[src/logic/pmudcp_regs.svh]
// constants for the power unit digital control port
`ifndef PMUDCP_REGS_SVH
`define PMUDCP_REGS_SVH
// select pull-up settle time in ns and in sys_clk cycles (4 ns)
`define PMUDCP_SETTLE_NS       1000
`define PMUDCP_CLK_NS          4
`define PMUDCP_SETTLE_CYC      (`PMUDCP_SETTLE_NS / `PMUDCP_CLK_NS)
// command byte fields
`define PMUDCP_CMD_RD_BIT      7
`define PMUDCP_ADDR_W          7
// host serial clock divider half period in sys_clk cycles
`define PMUDCP_HOST_HALF       16
// host gap between byte transfers in sys_clk cycles
`define PMUDCP_HOST_GAP        64
// reset value of supply enables
`define PMUDCP_EN_RST          4'h0
`endif

[src/logic/pmudcp_pkg.sv]
// types shared by both ends of the control port
package pmudcp_pkg;
   typedef enum logic [2:0] {
      PMUDCP_ST_STARTUP = 3'b000,
      PMUDCP_ST_LATCH   = 3'b001,
      PMUDCP_ST_WATCH   = 3'b010,
      PMUDCP_ST_PINS    = 3'b011,
      PMUDCP_ST_SELWAIT = 3'b100,
      PMUDCP_ST_SELDONE = 3'b101
   } pmudcp_state_e;
   typedef enum logic [1:0] {
      PMUDCP_H_IDLE = 2'b00,
      PMUDCP_H_SHIFT = 2'b01,
      PMUDCP_H_GAP  = 2'b10
   } pmudcp_host_e;
endpackage

[src/logic/pmudcp_if.sv]
// pin-level carrier between the power unit port and its host
`timescale 1ns/100ps
interface pmudcp_if;
   logic ctrl_pin_one;
   logic ctrl_pin_two_i;
   logic ctrl_pin_two_o;
   logic ctrl_pin_two_oe;
   logic ctrl_pin_three;
   logic ctrl_pin_four;
   logic ready_irq_pin;
   logic power_good;
   modport dev (
      input  ctrl_pin_one, ctrl_pin_two_i, ctrl_pin_three, ctrl_pin_four,
             ready_irq_pin,
      output ctrl_pin_two_o, ctrl_pin_two_oe, power_good
   );
   modport host (
      output ctrl_pin_one, ctrl_pin_two_i, ctrl_pin_three, ctrl_pin_four,
             ready_irq_pin,
      input  ctrl_pin_two_o, ctrl_pin_two_oe, power_good
   );
endinterface

[src/logic/pmudcp_dev.sv]
// device end: static handover, interface select and spi slave
`timescale 1ns/100ps
`include "pmudcp_regs.svh"
module pmudcp_dev
   import pmudcp_pkg::*;
(
   // clock and reset
   input  wire logic        sys_clk,
   input  wire logic        rst,
   input  wire logic        clk_en,
   // link
   pmudcp_if.dev            lnk,
   // mode and start-up
   input  wire logic        dynamic_mode,
   input  wire logic        button_event,
   input  wire logic        startup_done,
   input  wire logic [3:0]  seq_enables,
   // supply enables and pull-ups
   output logic      [3:0]  supply_en,
   output logic             ready_pullup_en,
   output logic             select_pullup_en,
   output logic             spi_selected,
   // register access
   output logic             reg_wr,
   output logic             reg_rd,
   output logic      [6:0]  reg_addr,
   output logic      [7:0]  reg_wdata,
   input  wire logic [7:0]  reg_rdata
);
   // *********************************
   // pin synchronisers
   // *********************************
   logic [3:0] pins_s;
   pmudcp_sync #(.W(4)) u_sync (
      .sys_clk (sys_clk),
      .rst     (rst),
      .clk_en  (clk_en),
      .d       ({lnk.ready_irq_pin, lnk.ctrl_pin_four,
                 lnk.ctrl_pin_three, lnk.ctrl_pin_one}),
      .q       (pins_s)
   );
   wire sck_s   = pins_s[0];
   wire sdi_s   = pins_s[1];
   wire sel_s   = pins_s[2];
   wire ready_s = pins_s[3];

   // *********************************
   // control state machine
   // *********************************
   localparam logic [8:0] SETTLE = 9'(`PMUDCP_SETTLE_CYC);
   pmudcp_state_e state_r;
   logic          ready_lat_r;
   logic          pins_own_r;
   logic [8:0]    wait_r;
   logic          sck_d_r;
   logic          power_good_r;

   always_ff @(posedge sys_clk) begin
      if (rst) begin
         state_r          <= PMUDCP_ST_STARTUP;
         ready_lat_r      <= 1'b1;
         pins_own_r       <= 1'b0;
         wait_r           <= '0;
         power_good_r     <= 1'b0;
         select_pullup_en <= 1'b0;
         spi_selected     <= 1'b0;
      end else if (clk_en) begin
         case (state_r)
            PMUDCP_ST_STARTUP: begin
               if (dynamic_mode && button_event) begin
                  select_pullup_en <= 1'b1;
                  wait_r           <= SETTLE;
                  state_r          <= PMUDCP_ST_SELWAIT;
               end else if (!dynamic_mode && startup_done) begin
                  state_r <= PMUDCP_ST_LATCH;
               end
            end
            PMUDCP_ST_LATCH: begin
               ready_lat_r  <= ready_s;
               power_good_r <= 1'b1;
               state_r      <= PMUDCP_ST_WATCH;
            end
            PMUDCP_ST_WATCH: begin
               if (ready_s != ready_lat_r) begin
                  pins_own_r <= 1'b1;
                  state_r    <= PMUDCP_ST_PINS;
               end
            end
            PMUDCP_ST_PINS: begin
               pins_own_r <= 1'b1;
            end
            PMUDCP_ST_SELWAIT: begin
               if (wait_r != 9'h000) begin
                  wait_r <= wait_r - 9'h001;
               end else begin
                  spi_selected     <= sel_s;
                  select_pullup_en <= 1'b0;
                  power_good_r     <= startup_done;
                  state_r          <= PMUDCP_ST_SELDONE;
               end
            end
            PMUDCP_ST_SELDONE: begin
               power_good_r <= startup_done;
            end
            default: state_r <= PMUDCP_ST_STARTUP;
         endcase
      end
   end
   assign lnk.power_good  = power_good_r;
   // pull-up on ready stays until handover in static mode
   assign ready_pullup_en = !dynamic_mode && !pins_own_r;

   // *********************************
   // supply enables
   // *********************************
   logic two_m_r;
   logic lnk_two_s;
   always_ff @(posedge sys_clk) begin
      if (rst) begin
         supply_en <= `PMUDCP_EN_RST;
      end else if (clk_en) begin
         if (!dynamic_mode && pins_own_r) begin
            // boost, buck, linear a, linear b
            supply_en <= {sel_s, sdi_s, lnk_two_s, sck_s};
         end else begin
            supply_en <= {1'b0, seq_enables[2:0]};
         end
      end
   end
   // pin two is an input only in static mode; sample it too
   always_ff @(posedge sys_clk) begin
      if (rst) begin
         two_m_r   <= 1'b0;
         lnk_two_s <= 1'b0;
      end else if (clk_en) begin
         two_m_r   <= lnk.ctrl_pin_two_i;
         lnk_two_s <= two_m_r;
      end
   end

   // *********************************
   // spi slave on sampled serial clock
   // *********************************
   // the serial clock is sampled by the fast sys_clk, never the
   // slow register clock, so the host's bit rate of sys_clk/32 is safe
   wire spi_on = dynamic_mode && spi_selected && !sel_s;
   wire rise   = spi_on && sck_s && !sck_d_r;
   wire fall   = spi_on && !sck_s && sck_d_r;
   logic [2:0] bit_r;
   logic       phase_r;
   logic       rd_r;
   logic [7:0] sh_r;
   logic       drive_r;

   always_ff @(posedge sys_clk) begin
      if (rst) begin
         sck_d_r <= 1'b1;
         bit_r   <= 3'h0;
         phase_r <= 1'b0;
         rd_r    <= 1'b0;
         sh_r    <= 8'h00;
         drive_r <= 1'b0;
         reg_wr  <= 1'b0;
         reg_rd  <= 1'b0;
         reg_addr  <= 7'h00;
         reg_wdata <= 8'h00;
      end else if (clk_en) begin
         sck_d_r <= sck_s;
         reg_wr  <= 1'b0;
         reg_rd  <= 1'b0;
         if (!spi_on) begin
            bit_r   <= 3'h0;
            phase_r <= 1'b0;
            drive_r <= 1'b0;
         end else if (rise) begin
            bit_r <= bit_r + 3'h1;
            if (!(phase_r && rd_r)) begin
               sh_r <= {sh_r[6:0], sdi_s};
            end
            if (bit_r == 3'h7) begin
               phase_r <= !phase_r;
               if (!phase_r) begin
                  rd_r     <= sh_r[6];
                  reg_addr <= {sh_r[5:0], sdi_s};
                  reg_rd   <= sh_r[6];
               end else if (!rd_r) begin
                  reg_wdata <= {sh_r[6:0], sdi_s};
                  reg_wr    <= 1'b1;
               end
            end
         end else if (fall) begin
            if (phase_r && rd_r && bit_r == 3'h0 && !drive_r) begin
               // msb already loaded; only start driving it
               drive_r <= 1'b1;
            end else if (drive_r && bit_r == 3'h0) begin
               drive_r <= 1'b0;
            end else if (drive_r) begin
               sh_r <= {sh_r[6:0], 1'b0};
            end
         end
         if (reg_rd) begin
            sh_r <= reg_rdata;
         end
      end
   end
   // first bit drives as soon as data byte starts after read command
   assign lnk.ctrl_pin_two_o  = sh_r[7];
   assign lnk.ctrl_pin_two_oe = drive_r || (spi_on && phase_r && rd_r
                                && bit_r == 3'h0 && !sck_d_r);
endmodule

[src/logic/pmudcp_sync.sv]
// two-flop synchroniser for a bundle of levels
`timescale 1ns/100ps
module pmudcp_sync #(
   parameter int W = 1
) (
   // clock
   input  wire logic         sys_clk,
   input  wire logic         rst,
   input  wire logic         clk_en,
   // levels
   input  wire logic [W-1:0] d,
   output logic      [W-1:0] q
);
   logic [W-1:0] meta_r;
   always_ff @(posedge sys_clk) begin
      if (rst) begin
         meta_r <= '0;
         q      <= '0;
      end else if (clk_en) begin
         meta_r <= d;
         q      <= meta_r;
      end
   end
endmodule

[src/flat_wrapper.sv]
// flat-port wrapper written by rule: the top's interface ports become plain ports
module pmudcp_dev_flat import pmudcp_pkg::*;
  (sys_clk, rst, clk_en, dynamic_mode, button_event, startup_done, seq_enables, supply_en, ready_pullup_en, select_pullup_en, spi_selected, reg_wr, reg_rd, reg_addr, reg_wdata, reg_rdata, lnk_ctrl_pin_one, lnk_ctrl_pin_two_i, lnk_ctrl_pin_three, lnk_ctrl_pin_four, lnk_ready_irq_pin, lnk_ctrl_pin_two_o, lnk_ctrl_pin_two_oe, lnk_power_good);
  pmudcp_if lnk_i ();
  input  wire logic sys_clk;
  input  wire logic rst;
  input  wire logic clk_en;
  input  wire logic dynamic_mode;
  input  wire logic button_event;
  input  wire logic startup_done;
  input  wire logic [3:0] seq_enables;
  output logic      [3:0] supply_en;
  output logic ready_pullup_en;
  output logic select_pullup_en;
  output logic spi_selected;
  output logic reg_wr;
  output logic reg_rd;
  output logic      [6:0] reg_addr;
  output logic      [7:0] reg_wdata;
  input  wire logic [7:0] reg_rdata;
  input wire logic [$bits(lnk_i.ctrl_pin_one)-1:0] lnk_ctrl_pin_one;
  input wire logic [$bits(lnk_i.ctrl_pin_two_i)-1:0] lnk_ctrl_pin_two_i;
  input wire logic [$bits(lnk_i.ctrl_pin_three)-1:0] lnk_ctrl_pin_three;
  input wire logic [$bits(lnk_i.ctrl_pin_four)-1:0] lnk_ctrl_pin_four;
  input wire logic [$bits(lnk_i.ready_irq_pin)-1:0] lnk_ready_irq_pin;
  output wire logic [$bits(lnk_i.ctrl_pin_two_o)-1:0] lnk_ctrl_pin_two_o;
  output wire logic [$bits(lnk_i.ctrl_pin_two_oe)-1:0] lnk_ctrl_pin_two_oe;
  output wire logic [$bits(lnk_i.power_good)-1:0] lnk_power_good;
  assign lnk_i.ctrl_pin_one = lnk_ctrl_pin_one;
  assign lnk_i.ctrl_pin_two_i = lnk_ctrl_pin_two_i;
  assign lnk_i.ctrl_pin_three = lnk_ctrl_pin_three;
  assign lnk_i.ctrl_pin_four = lnk_ctrl_pin_four;
  assign lnk_i.ready_irq_pin = lnk_ready_irq_pin;
  assign lnk_ctrl_pin_two_o = lnk_i.ctrl_pin_two_o;
  assign lnk_ctrl_pin_two_oe = lnk_i.ctrl_pin_two_oe;
  assign lnk_power_good = lnk_i.power_good;
  pmudcp_dev u_core (.sys_clk(sys_clk), .rst(rst), .clk_en(clk_en), .lnk(lnk_i), .dynamic_mode(dynamic_mode), .button_event(button_event), .startup_done(startup_done), .seq_enables(seq_enables), .supply_en(supply_en), .ready_pullup_en(ready_pullup_en), .select_pullup_en(select_pullup_en), .spi_selected(spi_selected), .reg_wr(reg_wr), .reg_rd(reg_rd), .reg_addr(reg_addr), .reg_wdata(reg_wdata), .reg_rdata(reg_rdata));
endmodule
[config.mk]
export PLATFORM = sky130hd
export DESIGN_NAME = pmudcp_dev_flat
export DESIGN_NICKNAME = d
export VERILOG_FILES = /design/src/logic/pmudcp_pkg.sv /design/src/logic/pmudcp_if.sv /design/src/logic/pmudcp_dev.sv /design/src/logic/pmudcp_sync.sv /design/src/flat_wrapper.sv
export VERILOG_INCLUDE_DIRS = /design/src /design/src/logic
export SDC_FILE = /design/constraint.sdc
export NUM_CORES = 1
export LEC_CHECK = 0
export BUFFER_PORTS_ARGS = -buffer_cell sky130_fd_sc_hd__buf_4
export CELL_PAD_IN_SITES_DETAIL_PLACEMENT = 1
export CELL_PAD_IN_SITES_GLOBAL_PLACEMENT = 2
export CORE_MARGIN = 2
export CORE_UTILIZATION = 31
export CTS_CLUSTER_SIZE = 14
export DETAILED_ROUTE_END_ITERATION = 12
export PLACE_DENSITY_LB_ADDON = 0.1
export REMOVE_ABC_BUFFERS = 1
export SYNTH_ARGS = -nofsm -noshare
export SYNTH_HDL_FRONTEND = slang
export SYNTH_SLANG_ARGS = --single-unit
[constraint.sdc]
create_clock -name sys_clk -period 1.8 [get_ports sys_clk]
set_input_delay 0.27 -clock sys_clk [delete_from_list [all_inputs] [get_ports sys_clk]]
set_output_delay 0.27 -clock sys_clk [all_outputs]
set_load 0.1 [all_outputs]
# Yosys cells after proc, flatten, opt, wreduce, memory -nomap -nowiden
# Cells that the tools add are included.
dict set report word_totals {
  reg_bits 63
  latchBits 0
  input_bits 23
  memories 0
  output_inout_bits 27
  ramBits 0
  mem_bits_ro 0
}
dict set report classes {
  n_eq_ne 20
  div 0
  mux 43
  n_bitwise 4
  multipliers 0
  n_reduce_logical 49
  shift 0
  add_sub_neg 2
  n_lt_le_gt_ge 0
}
# cell n
set op_table {}
lappend op_table {{8-bit 2-to-1 mux} 8}
lappend op_table {{1-bit 2-to-1 mux} 21}
lappend op_table {{1-bit logical AND} 18}
lappend op_table {{3-bit 2-to-1 mux} 6}
lappend op_table {{9-bit 2-to-1 mux} 2}
lappend op_table {{9-bit case mux with 2 select lines} 1}
lappend op_table {{3-bit case mux with 5 select lines} 1}
lappend op_table {{3-bit AND reduction} 4}
lappend op_table {{4-bit AND reduction} 3}
lappend op_table {{2-bit inequality test, second input constant} 5}
lappend op_table {{5-bit AND reduction} 2}
lappend op_table {{3-bit == test, second input constant} 3}
lappend op_table {{3-bit by 1-bit inequality test with 1-bit output, second input constant} 3}
lappend op_table {{3-bit nonzero test} 3}
lappend op_table {{9-bit nonzero test} 1}
lappend op_table {{9-bit by 1-bit subtractor with 9-bit output, second input constant} 1}
lappend op_table {{1-bit logical NOT} 7}
lappend op_table {{7-bit AND reduction} 1}
lappend op_table {{3-bit by 2-bit == test with 1-bit output, second input constant} 2}
lappend op_table {{3-bit logical NOT} 2}
lappend op_table {{2-bit by 1-bit inequality test with 1-bit output, second input constant} 3}
lappend op_table {{6-bit AND reduction} 1}
lappend op_table {{2-bit nonzero test} 3}
lappend op_table {{4-bit 2-to-1 mux} 1}
lappend op_table {{other kinds (11)} 16}

# Longest topological paths before layout
dict set report depth {
  depth_word 8
  ltp_mapped 7
  mapped_depth_nobuf 6
}

# Hierarchy
# Synthesis repeated with hierarchy kept, for this count alone.
dict set report hier_totals {
  cells_unflattened 309
  hier_area_um2 2897.8
}
# module area_per_inst_um2 instances seq_area_each_um2 cells_per_inst
set modules_own_cells {}
lappend modules_own_cells {pmudcp_dev 2612.5 1 1101.1 283}
lappend modules_own_cells {pmudcp_sync 285.3 1 160.2 26}

# Least setup slack after synthesis
# No wires, ideal clock.
dict set report synth_timing {
  path_type {register -> output}
  from {register u_core.spi_selected}
  to {output lnk_ctrl_pin_two_oe}
  path_stages_with_launch 4
  path_buffers 0
  slack_ps -1256
  arrival_ps 2786
  path_cell_list {dfxtp_1 and3b_1 nand3_1 o21bai_1}
}
dict set report synth_via {
  elab_chain_len 7
}
# item line_no
set synth_lines {}
lappend synth_lines {{start: declaration} pmudcp_dev.sv:22} ;# output logic spi_selected,
lappend synth_lines {{start signal: assignment} pmudcp_dev.sv:96} ;# spi_selected <= sel_s;
lappend synth_lines {{1-bit logical AND (2 in a row)} pmudcp_dev.sv:146} ;# wire spi_on = dynamic_mode && spi_selected && !sel_s;
lappend synth_lines {{1-bit logical AND (2 in a row)} pmudcp_dev.sv:208} ;# assign lnk.ctrl_pin_two_oe = drive_r || (spi_on && phase_r && rd_r
lappend synth_lines {{1-bit logical AND (2 in a row)} pmudcp_dev.sv:209} ;# && bit_r == 3'h0 && !sck_d_r);
lappend synth_lines {{1-bit logical OR} pmudcp_dev.sv:208}
lappend synth_lines {{end: declaration} flat_wrapper.sv:27} ;# output wire logic [$bits(lnk_i.ctrl_pin_two_oe)-1:0] lnk_ctrl_pin_two_oe;
# Every way passes these cells.

# Final worst setup path
dict set report layout_timing {
  from {register u_core.bit_r[0]}
  to {output lnk_ctrl_pin_two_oe}
}
dict set report layout_via {
  elab_chain_len 4
}
# item line_no
set layout_lines {}
lappend layout_lines {{start: declaration} pmudcp_dev.sv:149} ;# logic [2:0] bit_r;
lappend layout_lines {{start signal: assignment} pmudcp_dev.sv:176} ;# bit_r <= bit_r + 3'h1;
lappend layout_lines {{3-bit logical NOT} pmudcp_dev.sv:209}
lappend layout_lines {{1-bit logical AND (2 in a row)} pmudcp_dev.sv:209}
lappend layout_lines {{1-bit logical OR} pmudcp_dev.sv:208}
# Every way passes these cells.

==> reports/results.tsv <==
metric	value	unit
outcome	completed	
GRT met1 Usage	21.6	%
clk buf depth	2	
Residual DRC	0	
post-DR vias/cell	5.16	
Sw Pwr	0.000962	W
Setup Viol. Count Final	0	
Area Overhead vs Synth	36.5	%
H-Tree Depth	3	
Initial Utilization	31.7	%
post-route minimum period	1.78	ns
Worst-path clk slew	0.07	ns
Post-synth EDFFs	0	
worst slew pin tran	0.556	ns
Worst EP arrival	1.51	ns
Routed Antenna Nets	0	
drt pass-1 iters	4	
Die Wd	101	um
Main synth FF type	dfxtp_1	
FP Rows	35	
clock sink count	63	
fin cells	504	
#FFs+latches synth	63	
busiest grt layer	met2	
worst slack, placed	0.0304	ns
post-synth top area share	43.4	%
vias in the first global route	2698	
clock network power share	36.4	%
CORE AREA	9150	um2
asr flop ratio synth	0	%
remaining global-route overflow	0	
Setup crit start	u_core.bit_r[0]$_SDFFE_PP0P_	
insertion delay to the later sink of the worst-skew pair	0.34	ns
HP Class	input port to flop	
Global Route met2 Usage	27.6	%
combinational share of power	18.6	%
total CTS buffers	9	
Ports	50	
fillers	1063	
CP Max Fanout	2	
hpwl dp	5550	um
RR Startpoint	u_core.bit_r[0]$_SDFFE_PP0P_	
met3 Resource Use GR	4.85	%
largest net degree at the start of global routing	25	
initial antenna violation count	0	
clk_skew	0.00545	ns
register area share after synthesis	43.4	%
most common cell after layout, fill and taps aside	buf_4	
number of warnings issued by yosys	0	
sum of negative setup slack	0	ns
gr usage total	16.7	%
share of layout cells above drive strength 1	35.4	%
type of origin of the critical path	flop	
PwrDens	841	nW/um2
placed cells	480	
CTS tree	built	
die area	10200	um2
synthesized instance count	312	
Inserted Diodes	0	
largest area contributor in the netlist	dfxtp_1	
hold path start	lnk_ctrl_pin_one	
Iteration-0 DRC Markers	76	
Worst EP required	1.53	ns
main area contributors after synthesis	dfxtp_1 (43%), mux2i_1 (14%), nor2_1 (5.6%)	
total wire length	8190	um
sequential share of power	45.0	%
Routability Congestion	0.792	
sw frac	28.9	%
Final Hold Fails	0	
Pins Over Slew Limit	0	
Tcrit/Tclk final	98.7	%
final setup margin	0.0231	ns
synthesized area	2900	um2
first-pass GRT wire length	13300	um
Avg WL per Cell	16.2	um
Synth cell types	52	
fin nets	415	
Peak VDD IR	469	uV
CP endpoint kind	primary output	
max-cap viol count	0	
RSZ-0062 raised after global routing	yes	
internal power	0.00237	W
Root Driver	clkbuf_8	
# port buffers	48	
Max Clk Rate	0.563	GHz
DR vias	2600	
Slew headroom	62.9	%
most frequent cells in the layout	buf_4 (79), dfxtp_1 (59), nor2_1 (43), mux2i_1 (40), nand2_1 (22)	
Die Ht	101	um
P_leak	1.66	nW
Avg Inst Size Synth	9.30	um2
CP Class	flop to primary output	
==> routing by layer <==
| metal | vias up | share of wire, % |
|---|---|---|
| li1 | 1285 | - |
| met4 | 0 | 0.73 |
| met1 | 1272 | 47 |
| met3 | 5 | 3.1 |
| met5 | - | 0 |
| met2 | 38 | 49 |
==> power by group through the flow <==
| stage | Sequential [W] | Clock, W | Combinational (W) |
|---|---|---|---|
| 3_3_place_gp | 0.00153 | 0 | 0.000594 |
| 4_1_cts | 0.00150 | 0.00126 | 0.000606 |
| 6_report | 0.00150 | 0.00121 | 0.000620 |
| 5_1_grt | 0.00151 | 0.00134 | 0.000678 |
| 2_1_floorplan | 0.00159 | 0 | 0.000255 |
| 3_5_place_dp | 0.00153 | 0 | 0.000602 |
==> cells in the mapped netlist, types with 6 or more instances <==
master,number
mux2i_1,40
clkbuf_1,11
a21oi_1,12
nand3_1,6
nand2_1,23
buf_2,6
inv_1,11
nor3_1,6
a211oi_1,6
o221a_2,9
nor2_1,43
dfxtp_1,63
==> stage by stage <==
stage / total power, W / hold slack, ns / instance area (um2) / utilization [%]
2_1_floorplan: 0.00185 / 0.339 / 2820 / -
3_3_place_gp: 0.00212 / 0.456 / 3570 / 39.0
3_5_place_dp: 0.00213 / 0.464 / 3570 / 39.0
4_1_cts: 0.00336 / 0.152 / 3820 / 41.8
5_1_grt: 0.00352 / 0.153 / 3960 / 43.3
6_report: 0.00333 / 0.165 / 3960 / 43.3
==> path summary, 6_finish.rpt <==
path,end,slack (ns),cells past startpoint
worst max-delay path,lnk_ctrl_pin_two_oe,0.02,6
worst min-delay path,u_core.u_sync.meta_r[0]$_SDFFE_PP0P_,0.17,3
worst max register to register,u_core.reg_addr[3]$_SDFFE_PP0P_,0.04,8
worst min register to register,u_core.select_pullup_en$_SDFFE_PP0P_,0.48,2
==> critical path, stage by stage (launching register included) <==
cell and delay, ns:
dfxtp_2 0.33, inv_2 0.07, ha_4 0.13, nor2b_4 0.15, nand3_2 0.08, o21bai_1 0.16
buf_6 0.25
==> repair_timing <==
item                                    4_1_cts  5_1_grt
resized for setup                            11       31
setup buffers                                 4        2
endpoints found under the setup margin        1       26
pin swaps                                     2        6
hold buffers                                  0        0
gates cloned                                  0        2
==> registers in the layout, summed over array words and instances (netlist names), 3 cells and up <==
name	count
u_core.sh_r	8
u_core.reg_wdata	8
u_core.u_sync.meta_r	4
u_core.bit_r	3
u_core.reg_addr	7
u_core.wait_r	9
u_core.supply_en	4
u_core.u_sync.q	4
u_core.state_r	3
==> kinds of logic (layout without fill, tap and decap cells) <==
logic type / after synthesis / in the layout / share of synthesized area, %
AND/OR/NAND/NOR: 114 / 114 / 20.9
flip-flops: 63 / 63 / 43.4
AO/OA/AOI/OAI: 60 / 60 / 15.6
multiplexers: 40 / 40 / 13.8
buffers and inverters: 30 / 111 / 4.14
adder cells (fa/ha/maj): 4 / 4 / 1.72
XOR/XNOR: 1 / 1 / 0.302
==> layout make-up <==
cell class	instances	area [um2]	area share, %
Sequential cell	63	1270	32.0
Multi-Input combinational cell	219	1660	41.9
Inverter	11	41.3	1.04
Tap cell	111	139	3.51
Timing Repair Buffer	84	667	16.8
Clock inverter	5	58.8	1.48
Clock buffer	11	131	3.32
No activity file was read; power rests on OpenSTA's default activity.
